`config.mk`:
```
export PLATFORM = sky130hd
export DESIGN_NAME = lbs_top
export DESIGN_NICKNAME = d
export VERILOG_FILES = /design/src/lbs_pkg.sv /design/src/lbs_chan_if.sv /design/src/lbs_top.sv /design/src/lbs_tick.sv /design/src/lbs_chan.sv
export SDC_FILE = /design/constraint.sdc
export NUM_CORES = 1
export LEC_CHECK = 0
export BUFFER_PORTS_ARGS = -buffer_cell sky130_fd_sc_hd__buf_2
export CAP_MARGIN = 5
export CORE_AREA = 3 3 174 176
export DETAILED_ROUTE_END_ITERATION = 7
export DIE_AREA = 0 0 177 179
export PLACE_DENSITY = 0.75
export SETUP_SLACK_MARGIN = 0.05
export SLEW_MARGIN = 20
export SYNTH_ARGS = -nofsm -noshare
export SYNTH_HDL_FRONTEND = slang
export SYNTH_SLANG_ARGS = --single-unit
export TNS_END_PERCENT = 1
```
`constraint.sdc`:
```
create_clock -name mclk_i -period 6.1 [get_ports mclk_i]
set_clock_uncertainty 0.2 [all_clocks]
set_input_delay 0.915 -clock mclk_i [delete_from_list [all_inputs] [get_ports mclk_i]]
set_output_delay 0.915 -clock mclk_i [all_outputs]
set_load 0.005 [all_outputs]
```
`src/lbs_pkg.sv`:
```
// Shared constants for the indicator-light blinker and pin selection.
// Assumes a single 250 MHz clock and a 16-bit management register port.
package lbs_pkg;
    // Clock and blink time base.
    localparam int unsigned CLK_HZ = 250_000_000;
    localparam int unsigned TICK_MS = 4;
    localparam int unsigned TICK_CYCLES = (CLK_HZ / 1000) * TICK_MS;
    // Activity grading: window of 640 ms, ten grades of 10 percent.
    localparam int unsigned WINDOW_MS = 640;
    localparam int unsigned WINDOW_TICKS = WINDOW_MS / TICK_MS;
    localparam int unsigned GRADE_MAX = 10;
    localparam int unsigned GRADE_STEP_TICKS = WINDOW_TICKS / GRADE_MAX;
    localparam logic [3:0] TENTHS = 4'ha;
    // Register offsets and reset values.
    localparam logic [15:0] REG_PIN_SEL = 16'h8c56;
    localparam logic [15:0] REG_L0_TIMES = 16'h8c80;
    localparam logic [15:0] REG_L1_TIMES = 16'h8c81;
    localparam logic [15:0] RST_PIN_SEL = 16'h00fe;
    localparam logic [15:0] RST_TIMES = 16'h3636;
    // Field positions.
    localparam int unsigned ON_LSB = 8;
    localparam int unsigned OFF_LSB = 0;
    localparam int unsigned TMR_SEL_LSB = 6;
    localparam int unsigned CAP_SEL_LSB = 4;
    localparam int unsigned L1_SEL_LSB = 1;
    localparam int unsigned POL_BIT = 0;
    localparam int unsigned PIN_SEL_W = 8;
    // Pin select codes.
    localparam logic [1:0] TMR_RXD1 = 2'h0;
    localparam logic [1:0] TMR_LIGHT0 = 2'h1;
    localparam logic [1:0] TMR_INT = 2'h2;
    localparam logic [1:0] CAP_TXD1 = 2'h0;
    localparam logic [1:0] CAP_LIGHT1 = 2'h1;
    localparam logic [1:0] CAP_MDIO = 2'h2;
    localparam logic [2:0] L1_LIGHT = 3'h0;
    localparam logic [2:0] L1_TX_ER = 3'h1;
    localparam logic [2:0] L1_TX_EN = 3'h2;
    localparam logic [2:0] L1_TX_CLK = 3'h3;
    localparam logic [2:0] L1_TXD0 = 3'h4;
    localparam logic [2:0] L1_TXD2 = 3'h5;
    localparam logic [2:0] L1_LINK = 3'h6;
    localparam logic [2:0] L1_OFF = 3'h7;
    // Light source functions.
    localparam logic [4:0] SRC_LINK_TXRX = 5'h00;
    localparam logic [4:0] SRC_LINK_TX = 5'h01;
    localparam logic [4:0] SRC_LINK_RX = 5'h02;
    localparam logic [4:0] SRC_LINK_ONLY = 5'h03;
    localparam logic [4:0] SRC_TXRX = 5'h04;
    localparam logic [4:0] SRC_TX = 5'h05;
    localparam logic [4:0] SRC_RX = 5'h06;
    localparam logic [4:0] SRC_BLINK = 5'h07;
    localparam logic [4:0] SRC_ON = 5'h08;
    // Blink phase.
    typedef enum logic [1:0] {PH_DARK = 2'b01, PH_LIT = 2'b10} lbs_phase_t;
endpackage

```
`src/lbs_chan_if.sv`:
```
// Interface between the light controller and one blink channel.
// Assumes both ends share the system clock.
`timescale 1ns/1ps
interface lbs_chan_if;
    logic tick;
    logic enable;
    logic style;
    logic live;
    logic level;
    logic blink_req;
    logic activity;
    logic [7:0] on_ticks;
    logic [7:0] off_ticks;
    logic light;
    modport ctrl (output tick, enable, style, live, level, blink_req, activity,
                  output on_ticks, off_ticks, input light);
    modport chan (input tick, enable, style, live, level, blink_req, activity,
                  input on_ticks, off_ticks, output light);
endinterface

```
`src/lbs_top.sv`:
```
// Indicator-light blink controller with shared-pin selection.
// Assumes pin inputs synchronous to mclk_i and a simple register port.
// Summary of operation
// RULE_01: Lit phase lasts on-time field (bits 15:8) times 4 ms.
// RULE_02: Dark phase lasts off-time field (bits 7:0) times 4 ms.
// RULE_03: Software should program on and off times above three.
// RULE_04: Blink mode 0 starts dark, then lit, repeating.
// RULE_05: Blink mode 1 starts lit, then dark, repeating.
// RULE_06: Both times zero: light follows the selected source signal live.
// RULE_07: Link-and-activity: on while link up and idle, off otherwise; code blinks on activity with link up unless both times are zero.
// RULE_08: Activity alone: off when idle, on with activity; code blinks with activity unless both times are zero.
// RULE_09: Timer output routed to RXD1, light0 or interrupt pin, or none.
// RULE_10: Capture input taken from TXD1, light1 or management pin, or none.
// RULE_11: Light1 pin carries one of seven sources; code seven disables it.
// RULE_12: Link output polarity bit selects active high or active low.
// RULE_13: A disabled channel's light stays off.
// RULE_14: Mode 0 blinks plainly; mode 1 scales blink by graded activity.
// RULE_15: Time base is a 4 ms tick; new times apply at phase boundaries.
// RULE_16: Reset reloads all fields and restarts blinking from the start phase.
`timescale 1ns/1ps
module lbs_top #(
    parameter int unsigned TICK_CYCLES = lbs_pkg::TICK_CYCLES
) (
    // Clock and reset.
    input wire logic mclk_i,
    input wire logic resetn_i,
    // Register port.
    input wire logic [15:0] mgmt_addr_i,
    input wire logic mgmt_wr_i,
    input wire logic mgmt_rd_i,
    input wire logic [15:0] mgmt_wdata_i,
    output logic [15:0] mgmt_rdata_o,
    output logic mgmt_rvalid_o,
    // Light control levels.
    input wire logic light0_enable_i,
    input wire logic light1_enable_i,
    input wire logic [1:0] blink_style_i,
    input wire logic [4:0] light0_source_select_i,
    input wire logic [4:0] light1_source_select_i,
    // Status sources.
    input wire logic link_up_i,
    input wire logic tx_activity_i,
    input wire logic rx_activity_i,
    input wire logic stamp_timer_i,
    // Functional pin sources.
    input wire logic rxd1_func_i,
    input wire logic int_n_func_i,
    input wire logic tx_er_i,
    input wire logic tx_en_i,
    input wire logic tx_clk_i,
    input wire logic txd0_i,
    input wire logic txd2_i,
    // Pins sampled for capture.
    input wire logic txd1_pin_i,
    input wire logic light1_pin_i,
    input wire logic mdio_pin_i,
    // Pin outputs.
    output logic light0_pin_o,
    output logic light1_pin_o,
    output logic light1_pin_oe_n_o,
    output logic rxd1_pin_o,
    output logic int_pin_n_o,
    output logic link_up_out_o,
    output logic stamp_capture_in_o
);
    import lbs_pkg::*;

    logic rst_s1_reg, rst_n;
    logic [15:0] pin_sel_reg;
    logic [15:0] times_reg [2];
    logic tick;
    logic [1:0] act_hold_reg;
    logic [1:0] light;
    logic [4:0] src_sel [2];
    logic [1:0] src_en;
    logic [1:0] stamp_timer_pin_sel, stamp_capture_pin_sel;
    logic [2:0] light1_pin_sel;
    logic link_out_polarity, link_up_out, light1_src;

    if (TICK_CYCLES < 2) begin : g_bad
        $error("lbs_top: TICK_CYCLES must be at least 2");
    end

    // Reset release through two flops; the assertion edge stays asynchronous.
    always_ff @(posedge mclk_i or negedge resetn_i) begin
        if (!resetn_i) begin
            rst_s1_reg <= 1'b0;
            rst_n <= 1'b0;
        end else begin
            rst_s1_reg <= 1'b1;
            rst_n <= rst_s1_reg;
        end
    end

    assign stamp_timer_pin_sel = pin_sel_reg[TMR_SEL_LSB +: 2];
    assign stamp_capture_pin_sel = pin_sel_reg[CAP_SEL_LSB +: 2];
    assign light1_pin_sel = pin_sel_reg[L1_SEL_LSB +: 3];
    assign link_out_polarity = pin_sel_reg[POL_BIT];
    assign src_sel[0] = light0_source_select_i;
    assign src_sel[1] = light1_source_select_i;
    assign src_en[0] = light0_enable_i;
    assign src_en[1] = light1_enable_i;

    // Register writes; upper pin-select bits are reserved and held at zero.
    always_ff @(posedge mclk_i or negedge rst_n) begin
        if (!rst_n) begin
            pin_sel_reg <= RST_PIN_SEL; // RULE_16
            times_reg[0] <= RST_TIMES;
            times_reg[1] <= RST_TIMES;
        end else if (mgmt_wr_i) begin
            unique case (mgmt_addr_i)
                REG_PIN_SEL: pin_sel_reg <= {8'h00, mgmt_wdata_i[PIN_SEL_W-1:0]};
                REG_L0_TIMES: times_reg[0] <= mgmt_wdata_i;
                REG_L1_TIMES: times_reg[1] <= mgmt_wdata_i;
                default: ;
            endcase
        end
    end

    // Read data one cycle after the strobe; unmapped addresses read zero.
    always_ff @(posedge mclk_i or negedge rst_n) begin
        if (!rst_n) begin
            mgmt_rdata_o <= 16'h0000;
            mgmt_rvalid_o <= 1'b0;
        end else begin
            mgmt_rvalid_o <= mgmt_rd_i;
            if (mgmt_rd_i) begin
                unique case (mgmt_addr_i)
                    REG_PIN_SEL: mgmt_rdata_o <= pin_sel_reg;
                    REG_L0_TIMES: mgmt_rdata_o <= times_reg[0];
                    REG_L1_TIMES: mgmt_rdata_o <= times_reg[1];
                    default: mgmt_rdata_o <= 16'h0000;
                endcase
            end
        end
    end

    // Shared 4 ms time base for both channels.
    lbs_tick #(.DIV(TICK_CYCLES)) u_tick ( // RULE_15
        .clk_i(mclk_i),
        .rst_n_i(rst_n),
        .tick_o(tick)
    );

    lbs_chan_if cif [2] ();

    // Per-channel source decode and blink channel.
    for (genvar c = 0; c < 2; c++) begin : g_ch
        logic act, link_fn, act_fn, on_fn, blink_fn, live;
        // Short activity pulses are stretched to a tick so blinking can start.
        always_ff @(posedge mclk_i or negedge rst_n) begin
            if (!rst_n) begin
                act_hold_reg[c] <= 1'b0;
            end else begin
                act_hold_reg[c] <= act | (act_hold_reg[c] & ~tick);
            end
        end
        always_comb begin
            act = 1'b0;
            link_fn = 1'b0;
            act_fn = 1'b0;
            on_fn = 1'b0;
            blink_fn = 1'b0;
            unique case (src_sel[c])
                SRC_LINK_TXRX: begin
                    link_fn = 1'b1;
                    act = tx_activity_i | rx_activity_i;
                end
                SRC_LINK_TX: begin
                    link_fn = 1'b1;
                    act = tx_activity_i;
                end
                SRC_LINK_RX: begin
                    link_fn = 1'b1;
                    act = rx_activity_i;
                end
                SRC_LINK_ONLY: link_fn = 1'b1;
                SRC_TXRX: begin
                    act_fn = 1'b1;
                    act = tx_activity_i | rx_activity_i;
                end
                SRC_TX: begin
                    act_fn = 1'b1;
                    act = tx_activity_i;
                end
                SRC_RX: begin
                    act_fn = 1'b1;
                    act = rx_activity_i;
                end
                SRC_BLINK: blink_fn = 1'b1;
                SRC_ON: on_fn = 1'b1;
                default: ;
            endcase
        end
        assign live = (times_reg[c] == 16'h0000); // RULE_06
        assign cif[c].tick = tick;
        assign cif[c].enable = src_en[c];
        assign cif[c].style = blink_style_i[c]; // RULE_14
        assign cif[c].live = live;
        assign cif[c].activity = act;
        assign cif[c].on_ticks = times_reg[c][ON_LSB +: 8];
        assign cif[c].off_ticks = times_reg[c][OFF_LSB +: 8];
        // Link plus activity: lit when up and idle, blinks while up with activity unless live, dark otherwise.
        assign cif[c].level = on_fn | blink_fn | (link_fn & link_up_i & ~act) // RULE_07
                              | (act_fn & act); // RULE_08
        assign cif[c].blink_req = !live && (blink_fn
                                  || (act_fn && act_hold_reg[c]) // RULE_08
                                  || (link_fn && link_up_i && act_hold_reg[c])); // RULE_07
        assign light[c] = cif[c].light;
        lbs_chan u_chan (
            .clk_i(mclk_i),
            .rst_n_i(rst_n),
            .cif(cif[c])
        );
    end

    assign link_up_out = link_up_i ^ link_out_polarity; // RULE_12

    // Second light pin source selection.
    always_comb begin
        unique case (light1_pin_sel) // RULE_11
            L1_LIGHT: light1_src = light[1];
            L1_TX_ER: light1_src = tx_er_i;
            L1_TX_EN: light1_src = tx_en_i;
            L1_TX_CLK: light1_src = tx_clk_i;
            L1_TXD0: light1_src = txd0_i;
            L1_TXD2: light1_src = txd2_i;
            L1_LINK: light1_src = link_up_out;
            default: light1_src = 1'b0;
        endcase
    end

    // Registered pin drivers; the capture selection releases the light1 pin.
    always_ff @(posedge mclk_i or negedge rst_n) begin
        if (!rst_n) begin
            light0_pin_o <= 1'b0;
            light1_pin_o <= 1'b0;
            light1_pin_oe_n_o <= 1'b1;
            rxd1_pin_o <= 1'b0;
            int_pin_n_o <= 1'b1;
            link_up_out_o <= 1'b0;
        end else begin
            rxd1_pin_o <= (stamp_timer_pin_sel == TMR_RXD1) ? stamp_timer_i : rxd1_func_i;
            light0_pin_o <= (stamp_timer_pin_sel == TMR_LIGHT0) ? stamp_timer_i : light[0];
            int_pin_n_o <= (stamp_timer_pin_sel == TMR_INT) ? stamp_timer_i : int_n_func_i;
            light1_pin_o <= light1_src; // RULE_11
            light1_pin_oe_n_o <= (light1_pin_sel == L1_OFF)
                                 || (stamp_capture_pin_sel == CAP_LIGHT1);
            link_up_out_o <= link_up_out; // RULE_12
        end
    end

    // Capture input selection; unassigned codes give a quiet low.
    always_ff @(posedge mclk_i or negedge rst_n) begin
        if (!rst_n) begin
            stamp_capture_in_o <= 1'b0;
        end else begin
            unique case (stamp_capture_pin_sel) // RULE_10
                CAP_TXD1: stamp_capture_in_o <= txd1_pin_i;
                CAP_LIGHT1: stamp_capture_in_o <= light1_pin_i;
                CAP_MDIO: stamp_capture_in_o <= mdio_pin_i;
                default: stamp_capture_in_o <= 1'b0;
            endcase
        end
    end

    chk_timer_route: assert property (@(posedge mclk_i) disable iff (!rst_n) // RULE_09
        (stamp_timer_pin_sel == TMR_LIGHT0) |=> light0_pin_o == $past(stamp_timer_i))
        else $error("timer not routed to light0 pin");
    chk_timer_int: assert property (@(posedge mclk_i) disable iff (!rst_n) // RULE_09
        (stamp_timer_pin_sel != TMR_INT) |=> int_pin_n_o == $past(int_n_func_i))
        else $error("interrupt pin taken by timer when not selected");
    chk_capture_mdio: assert property (@(posedge mclk_i) disable iff (!rst_n) // RULE_10
        (stamp_capture_pin_sel == CAP_MDIO) |=> stamp_capture_in_o == $past(mdio_pin_i))
        else $error("capture not taken from management pin");
    chk_light1_off: assert property (@(posedge mclk_i) disable iff (!rst_n) // RULE_11
        (light1_pin_sel == L1_OFF) |=> light1_pin_oe_n_o)
        else $error("light1 pin driven while disabled");
    chk_link_polarity: assert property (@(posedge mclk_i) disable iff (!rst_n) // RULE_12
        ##1 link_up_out_o == ($past(link_up_i) ^ $past(link_out_polarity)))
        else $error("link output polarity wrong");
    chk_reset_fields: assert property (@(posedge mclk_i) disable iff (!rst_n) // RULE_16
        $rose(rst_n) |-> (pin_sel_reg == RST_PIN_SEL && times_reg[1] == RST_TIMES))
        else $error("fields not at reset values after reset");
endmodule // lbs_top

```
`src/lbs_tick.sv`:
```
// Divider that gives a one-cycle pulse every DIV clocks.
// Assumes an asynchronous active-low reset.
`timescale 1ns/1ps
module lbs_tick #(
    parameter int unsigned DIV = lbs_pkg::TICK_CYCLES
) (
    // Clock and reset.
    input wire logic clk_i,
    input wire logic rst_n_i,
    // Tick.
    output logic tick_o
);
    import lbs_pkg::*;
    localparam int unsigned CW = (DIV > 1) ? $clog2(DIV) : 1;
    logic [CW-1:0] cnt_reg;

    if (DIV < 2) begin : g_bad
        $error("lbs_tick: DIV must be at least 2");
    end

    // Free-running count; the pulse marks its wrap.
    always_ff @(posedge clk_i or negedge rst_n_i) begin
        if (!rst_n_i) begin
            cnt_reg <= '0;
            tick_o <= 1'b0;
        end else begin
            tick_o <= (cnt_reg == CW'(DIV - 1));
            cnt_reg <= (cnt_reg == CW'(DIV - 1)) ? '0 : cnt_reg + 1'b1;
        end
    end
endmodule // lbs_tick

```
`src/lbs_chan.sv`:
```
// One blink channel: phase timing, activity grading and the light level.
// Assumes the tick pulse and configuration come through lbs_chan_if.
`timescale 1ns/1ps
module lbs_chan (
    // Clock and reset.
    input wire logic clk_i,
    input wire logic rst_n_i,
    // Controller side.
    lbs_chan_if.chan cif
);
    import lbs_pkg::*;
    lbs_phase_t phase_reg;
    logic [12:0] acc_reg;
    logic [7:0] on_lat_reg, off_lat_reg, win_reg, act_cnt_reg, nt_reg;
    logic [3:0] grade_reg, g;
    logic style_lat_reg, seen_reg, end_ph, armed_reg, restart;
    logic [12:0] on_lim, off_lim, acc_add;

    // Mode 1 shortens lit and lengthens dark in tenths as activity grows.
    assign g = style_lat_reg ? grade_reg : 4'h0; // RULE_14
    assign on_lim = 13'(on_lat_reg) * 13'(TENTHS - g); // RULE_01
    assign off_lim = 13'(off_lat_reg) * (13'(TENTHS) + 13'(g)); // RULE_02
    assign acc_add = acc_reg + 13'(TENTHS);
    assign restart = !cif.blink_req || !armed_reg; // First run after reset restarts too.
    assign end_ph = cif.tick && (acc_add >= ((phase_reg == PH_LIT) ? on_lim : off_lim));

    // Phase sequencer; new times are taken only at a phase boundary.
    always_ff @(posedge clk_i or negedge rst_n_i) begin
        if (!rst_n_i) begin
            phase_reg <= PH_DARK; // RULE_16
            acc_reg <= '0;
            on_lat_reg <= RST_TIMES[ON_LSB +: 8];
            off_lat_reg <= RST_TIMES[OFF_LSB +: 8];
            style_lat_reg <= 1'b0;
            armed_reg <= 1'b0;
        end else if (restart || end_ph) begin
            armed_reg <= cif.blink_req;
            if (restart) begin
                phase_reg <= cif.style ? PH_LIT : PH_DARK; // RULE_04 RULE_05
            end else begin
                phase_reg <= (phase_reg == PH_LIT) ? PH_DARK : PH_LIT;
            end
            acc_reg <= '0;
            on_lat_reg <= cif.on_ticks; // RULE_15
            off_lat_reg <= cif.off_ticks;
            style_lat_reg <= cif.style;
        end else if (cif.tick) begin
            acc_reg <= acc_add;
        end
    end

    // Activity grading over a fixed window; a tick with any activity counts.
    always_ff @(posedge clk_i or negedge rst_n_i) begin
        if (!rst_n_i) begin
            seen_reg <= 1'b0;
            win_reg <= '0;
            act_cnt_reg <= '0;
            grade_reg <= '0;
        end else begin
            seen_reg <= cif.activity | (seen_reg & ~cif.tick);
            if (cif.tick) begin
                if (win_reg == 8'(WINDOW_TICKS - 1)) begin
                    win_reg <= '0;
                    act_cnt_reg <= '0;
                    grade_reg <= 4'(act_cnt_reg / 8'(GRADE_STEP_TICKS)); // RULE_14
                end else begin
                    win_reg <= win_reg + 1'b1;
                    act_cnt_reg <= act_cnt_reg + 8'(seen_reg | cif.activity);
                end
            end
        end
    end

    // Light level: disabled is dark, live or no blink request follows the source, else the phase.
    always_ff @(posedge clk_i or negedge rst_n_i) begin
        if (!rst_n_i) begin
            cif.light <= 1'b0;
        end else if (!cif.enable) begin
            cif.light <= 1'b0; // RULE_13
        end else if (cif.live || !cif.blink_req) begin
            cif.light <= cif.level; // RULE_06
        end else begin
            cif.light <= (phase_reg == PH_LIT);
        end
    end

    // Helper: ticks spent in the current phase.
    always_ff @(posedge clk_i or negedge rst_n_i) begin
        if (!rst_n_i) begin
            nt_reg <= '0;
        end else if (restart || end_ph) begin
            nt_reg <= '0;
        end else if (cif.tick) begin
            nt_reg <= nt_reg + 1'b1;
        end
    end

    chk_lit_length: assert property (@(posedge clk_i) disable iff (!rst_n_i) // RULE_01
        (end_ph && !restart && phase_reg == PH_LIT && !style_lat_reg && on_lat_reg != 0)
        |-> (nt_reg + 8'h01) == on_lat_reg)
        else $error("lit phase length differs from on ticks");
    chk_dark_length: assert property (@(posedge clk_i) disable iff (!rst_n_i) // RULE_02
        (end_ph && !restart && phase_reg == PH_DARK && !style_lat_reg && off_lat_reg != 0)
        |-> (nt_reg + 8'h01) == off_lat_reg)
        else $error("dark phase length differs from off ticks");
    chk_start_dark: assert property (@(posedge clk_i) disable iff (!rst_n_i) // RULE_04
        (restart && !cif.style) |=> phase_reg == PH_DARK)
        else $error("mode 0 does not start dark");
    chk_start_lit: assert property (@(posedge clk_i) disable iff (!rst_n_i) // RULE_05
        (restart && cif.style) |=> phase_reg == PH_LIT)
        else $error("mode 1 does not start lit");
    chk_live_follow: assert property (@(posedge clk_i) disable iff (!rst_n_i) // RULE_06
        (cif.enable && cif.live) |=> cif.light == $past(cif.level))
        else $error("live monitor does not follow source");
    chk_disabled_dark: assert property (@(posedge clk_i) disable iff (!rst_n_i) // RULE_13
        !cif.enable |=> !cif.light)
        else $error("disabled light is lit");
endmodule // lbs_chan

```
==> results of run 1 <==
-- layer usage --
metal	vias to the layer above	part of all wire (%)	track usage (%)
li1	5727	-	-
met1	6061	47	35.2
met2	358	46	37.8
met3	50	5.7	3.26
met4	0	1.8	5.86
met5	-	0	0
-- cell usage in the layout, fill, tap and decap left out, types with 5 or more instances in the layout --
master       n
a21o_1       9
inv_2        8
nand2b_1    17
o21a_1      10
and2_4      10
nor4_1      12
dfrtp_1    151
o21ai_0     56
ha_1       113
a22oi_1     18
a22o_1       8
nand3_1     31
clkbuf_16   19
xor2_1      41
a21oi_1     57
ha_4         8
o22ai_1      8
fa_1       107
and3_1      35
nand2_1    104
nand4_1     17
mux2i_1     17
nor3_1      18
a31oi_1      7
o21bai_1     6
inv_1      199
nor2_1      81
dfstp_2     43
xnor2_1     63
a211oi_1    10
mux2_2      61
nand2_2      8
nor2b_1     65
nor2_2       6
mux2_4      26
buf_4      119
and2_1      42
buf_2       87
o21ai_2      5
-- layout make-up --
class                   instances  area (um2)  area share (%)
clock inverters                15         161           0.871
flip-flops and latches        197        4990            26.9
clock buffers                  17         425            2.30
multi-input cells            1155       10200            55.3
repair buffers                211        1440            7.77
diodes                          3        7.51          0.0405
inverters                     208         781            4.21
well taps                     384         480            2.59
-- cell families after synthesis --
| group | after synthesis | synth area share, % |
|---|---|---|
| compound gates | 237 | 9.44 |
| xor+xnor | 106 | 5.87 |
| fa+ha+maj | 231 | 23.5 |
| buf+inv | 238 | 5.94 |
| flops | 197 | 31.5 |
| mux | 105 | 7.89 |
| other cells | 1 | 0.0237 |
| simple gates | 475 | 15.8 |
-- worst max path at each step --
stage	start	end	slack, ns
after floorplan	g_ch[1].u_chan.style_lat_reg	g_ch[1].u_chan.style_lat_reg	-0.41
after global placement	g_ch[1].u_chan.style_lat_reg	g_ch[1].u_chan.acc_reg[6]	-0.65
after detailed placement	g_ch[1].u_chan.style_lat_reg	g_ch[1].u_chan.acc_reg[6]	-0.86
after CTS	g_ch[1].u_chan.style_lat_reg	g_ch[1].u_chan.on_lat_reg[7]	-0.72
after global routing	g_ch[1].u_chan.style_lat_reg	g_ch[1].u_chan.off_lat_reg[7]	-1.14
final	g_ch[1].u_chan.style_lat_reg	g_ch[1].u_chan.off_lat_reg[3]	-0.86
-- power groups by stage --
stage | clock [mW] | combinational (mW) | sequential (mW)
floorplan | 0 | 0.0385 | 1.36
global placement | 0 | 0.108 | 1.34
detailed placement | 0 | 0.111 | 1.35
CTS | 1.13 | 0.114 | 1.32
global route | 1.19 | 0.127 | 1.32
finish | 1.12 | 0.114 | 1.32
-- critical path: cells and delay by family, from the launching register on --
| kind | cells | cell delay, ns |
|---|---|---|
| DFF | 1 | 0.44 |
| buffers and inverters | 7 | 0.54 |
| muxes | 2 | 0.39 |
| and+or+nand+nor | 3 | 0.44 |
| xor gates and xnor gates | 1 | 0.20 |
| adders and majority gates | 7 | 2.66 |
| AOI/OAI and AO/OA | 11 | 1.95 |
-- repair_timing --
item | in CTS | in global routing
gates cloned | 0 | 2
setup endpoints to repair | 62 | 62
pin swaps | 2 | 26
setup buffers | 0 | 4
hold endpoints to repair | 0 | 0
gates resized for setup | 12 | 34
-- stage by stage --
step	util [%]	TNS [ns]	area [um2]
global placement	61.4	-32.65	17700
detailed placement	61.4	-42.40	17700
global route	64.4	-58.93	18500
finish	64.4	-38.32	18500
CTS	63.7	-37.09	18300
floorplan	-	-16.10	16000
==> impl_metrics.yaml, run 1 <==
power:
  p_leak_nw: 9.13
  p_sw_share_pct: 25.4
  p_sw_uw: 649
  clkPwrFrac_pct: 43.9
  peakVddDrop_mv: 0.158
  p_int_mw: 1.91
  pwr_density_cell_nw_per_um2: 138
  total_power_mw: 2.56
  sequentialPowerShare_pct: 51.7
  comb_power_share_pct: 4.5
clocking:
  clkLatencyLatePin_ns: 0.44
  holdBufCountCts: 0
  cts.htree.levels: 4
  cts_buffers: 17
  tritoncts: "yes"
  cts-root-buf: "clkbuf_16"
  clk_pin_slew_ns: 0.08
  clockBufferDepth: 2
  numClockSinks: 197
placed_design:
  place_hpwl_um: 28500
  dp_cells: 2149
  post-place-ws_ns: -0.859
  port_buffers: 87
  gp_congestion: 0.905
floorplan:
  core_area_um2: 28800
  die_area_um2: 31700
  die_w_um: 177
  die_h_um: 179
  num_io_pins: 88
  rows: 62
  initial_core_util_pct: 54.9
yosys:
  syn_area_um2: 15800
  synth_flop_cell: "dfrtp_1"
  synth.most_common_cell: "inv_1"
  syn-num-nets: 1885
  synth_common_cells: "inv_1, dfrtp_1, ha_1"
  netlist_instances: 1590
  synth_edf_count: 0
  avgSynthCellArea_um2: 9.94
  synth_top_area_share_pct: 24.4
  synthArstFlopShare_pct: 100
  synth.yosys.seq_area_share_pct: 31.5
  synth-seq-cells: 197
  yosysWarnings: 0
  synth_area_leaders: "dfrtp_1, fa_1, ha_1"
  synth_cell_types: 72
  post-synth-top-area-cell: "dfrtp_1"
status:
  status: "complete, but fails checks"
  violations: "negative setup slack"
setup_path:
  end_kind: "flip-flop"
  worstPathMaxFanout: 8
  path_class: "reg2reg"
  cp-start-kind: "flip-flop"
  crit-reg2reg-capture: "g_ch[1].u_chan.off_lat_reg[3]"
  timing.rr.start: "g_ch[1].u_chan.style_lat_reg"
  rrSetupSlack_ns: -0.86
  crit_required_ns: 6.22
  slowest_delay_ns: 0.50
  cpMaxStageDelayCell: "fa_1"
  r2r_cells: 31
  cp.arrival_ns: 7.07
drt:
  ant_nets: 0
  vias_per_cell: 5.57
  initialDrtViolationCount: 978
  num_vias: 12200
  routed_wl_um: 37100
  dr.pass1.iters: 5
  wl_per_cell_um: 16.9
  drc: 0
timing:
  fin_crit_ns: 6.96
  slew_violations: 0
  fmax_mhz: 144
  holdWs_ns: 0.0243
  worst_pin_slew_ns: 1.00
  setup_slack_ns: -0.856
  slew_headroom_pct: 32.9
  rsz0062_at_grt: "yes"
  fin_crit_sh_pct: 114
  hold_violations: 0
  finalSetupViolations: 62
grt:
  grt_max_degree: 175
  antenna_found_initial: 3
  first_global_vias: 12300
  grt_overflow_total: 0
  grt_pass1_wl_um: 61200
  grtUsageTotal_pct: 23.9
flow_run:
  max_cap_violations: 0
finish:
  instances_no_fill: 2190
  drive_gt1_share_pct: 25.7
  largest_reg_flops: 24
  nFillCells: 2211
  areaGrowthSynthToFinish_pct: 17.2
  layout.nets: 2085
hold_path:
  hold_path_class: "reg2async"
Power figures use the tool's default switching activity.
==> inputs of run 2 (changes only) <==
--- a/config.mk
+++ b/config.mk
@@ -8,9 +8,10 @@
 export BUFFER_PORTS_ARGS = -buffer_cell sky130_fd_sc_hd__buf_2
 export CAP_MARGIN = 5
 export CORE_AREA = 3 3 174 176
+export CTS_CLUSTER_SIZE = 25
 export DETAILED_ROUTE_END_ITERATION = 7
 export DIE_AREA = 0 0 177 179
-export PLACE_DENSITY = 0.75
+export PLACE_DENSITY = 0.72
 export SETUP_SLACK_MARGIN = 0.05
 export SLEW_MARGIN = 20
 export SYNTH_ARGS = -nofsm -noshare
==> constraint.sdc (replaced) <==
create_clock -name mclk_i -period 7.8 [get_ports mclk_i]
set_clock_uncertainty 0.2 [all_clocks]
set_input_delay 1.17 -clock mclk_i [delete_from_list [all_inputs] [get_ports mclk_i]]
set_output_delay 1.17 -clock mclk_i [all_outputs]
set_load 0.005 [all_outputs]
==> impl_metrics.yaml, run 2 (synthesized netlist as in run 1, its figures left out) <==
status:
  status: "finished clean"
finish:
  layout_commonest_cell: "inv_1"
  drive_gt1_share_pct: 17.9
  layout.nets: 1984
  nFillCells: 2464
  areaGrowthSynthToFinish_pct: 9.85
  largest_reg_flops: 24
  finish.utilization_pct: 60.3
  final_cell_mix: "inv_1, dfrtp_1, ha_1"
  instances_no_fill: 2087
clocking:
  clockBufferDepth: 2
  cts_buffers: 17
  clk_pin_slew_ns: 0.08
  tritoncts: "yes"
  numClockSinks: 197
  holdBufCountCts: 0
  clkLatencyLatePin_ns: 0.45
  cts.htree.levels: 4
  cts-root-buf: "clkbuf_16"
grt:
  use_met2_pct: 35.3
  grt_use_met1_pct: 33.8
  grt_use_met3_pct: 4.60
  grt_overflow_total: 0
  grt_pass1_wl_um: 58400
  grt_max_degree: 75
  first_global_vias: 11600
  grtUsageTotal_pct: 23.0
  top_usage_layer: "met2"
  antenna_found_initial: 3
floorplan:
  core_area_um2: 28800
  die_h_um: 179
  die_area_um2: 31700
  die_w_um: 177
  rows: 62
  initial_core_util_pct: 54.9
  num_io_pins: 88
setup_path:
  cp-start-kind: "flip-flop"
  slowest_delay_ns: 0.59
  cp_common_cell: "inv_1"
  end_kind: "flip-flop"
  cp.arrival_ns: 7.50
  crit_required_ns: 7.91
  worstPathMaxFanout: 17
  cpMaxStageDelayCell: "fa_1"
  path_class: "reg2reg"
timing:
  setup_slack_ns: 0.412
  fin_crit_ns: 7.39
  worst_pin_slew_ns: 0.996
  finalSetupViolations: 0
  totalNegativeSetupSlack_ns: 0
  slew_violations: 0
  hold_violations: 0
  fin_crit_sh_pct: 94.7
  rsz0062_at_grt: "no"
  fmax_mhz: 135
  slew_headroom_pct: 33.3
power:
  peakVddDrop_mv: 0.119
  p_sw_uw: 475
  total_power_mw: 1.96
  pwr_density_cell_nw_per_um2: 113
  comb_power_share_pct: 3.8
  p_int_mw: 1.48
  sequentialPowerShare_pct: 53.0
  p_sw_share_pct: 24.3
  p_leak_nw: 8.58
  clkPwrFrac_pct: 43.2
drt:
  dr.pass1.iters: 5
  ant_nets: 0
  num_vias: 11600
  drc: 0
  routed_wl_um: 35000
  vias_per_cell: 5.56
  initialDrtViolationCount: 784
  wl_per_cell_um: 16.8
placed_design:
  place_hpwl_um: 27300
  port_buffers: 87
  gp_congestion: 0.894
  post-place-ws_ns: 0.240
  dp_cells: 2053
flow_run:
  max_cap_violations: 0
hold_path:
  hold_path_class: "reg2reg"
## run 2: final cells by class
class | instances | area, um2 | share of cell area (%)
well taps | 384 | 480 | 2.77
repair buffers | 110 | 633 | 3.65
inverters | 208 | 781 | 4.50
diodes | 1 | 2.50 | 0.0144
multi-input cells | 1155 | 9920 | 57.1
flip-flops and latches | 197 | 4990 | 28.7
clock buffers | 19 | 443 | 2.55
clock inverters | 13 | 113 | 0.649
## run 2: path summary, 6_finish.rpt
path                                                 end  depth (start not counted)  slack (ns)                         start
setup / recovery           g_ch[1].u_chan.off_lat_reg[3]                         29        0.41  g_ch[1].u_chan.style_lat_reg
hold / removal                                     rst_n                          0        0.16                    rst_s1_reg
setup reg to reg           g_ch[1].u_chan.off_lat_reg[3]                         29        0.41  g_ch[1].u_chan.style_lat_reg
hold reg to reg                                    rst_n                          0        0.16                    rst_s1_reg
max in group asynchronous                 pin_sel_reg[0]                          1        5.61                         rst_n
min in group asynchronous                          rst_n                          1        0.29                      resetn_i
## run 2: critical path: cells and delay by family, from the launching register on
| kind | cells | cell delay, ns |
|---|---|---|
| xor gates and xnor gates | 1 | 0.18 |
| AOI/OAI and AO/OA | 10 | 1.96 |
| adders and majority gates | 7 | 3.10 |
| buffers and inverters | 7 | 0.63 |
| and+or+nand+nor | 2 | 0.22 |
| DFF | 1 | 0.48 |
| muxes | 2 | 0.44 |
## run 2: repair_timing
item / in CTS / in global routing
buffers inserted: 0 / 1
gates resized for setup: 0 / 9
setup endpoints to repair: 0 / 44
## run 2: power by group through the flow
stage	clock network [mW]	logic (mW)	registers (mW)
6_report	0.846	0.0754	1.04
5_1_grt	0.908	0.0845	1.04
4_1_cts	0.869	0.0758	1.04
3_5_place_dp	0	0.0755	1.06
3_3_place_gp	0	0.0742	1.06
2_1_floorplan	0	0.0291	1.06
## run 2: per-stage QoR
step	hold WS (ns)	instance area (um2)
3_3_place_gp	0.142	16700
5_1_grt	0.174	17400
2_1_floorplan	0.131	15800
3_5_place_dp	0.142	16700
4_1_cts	0.162	17300
6_report	0.157	17400
## run 2: layer usage
metal | routed length [um] | share of wire, %
met4 | 476 | 1.4
met1 | 16900 | 48
met3 | 2120 | 6.1
met2 | 15500 | 44
met5 | 25 | 0.071
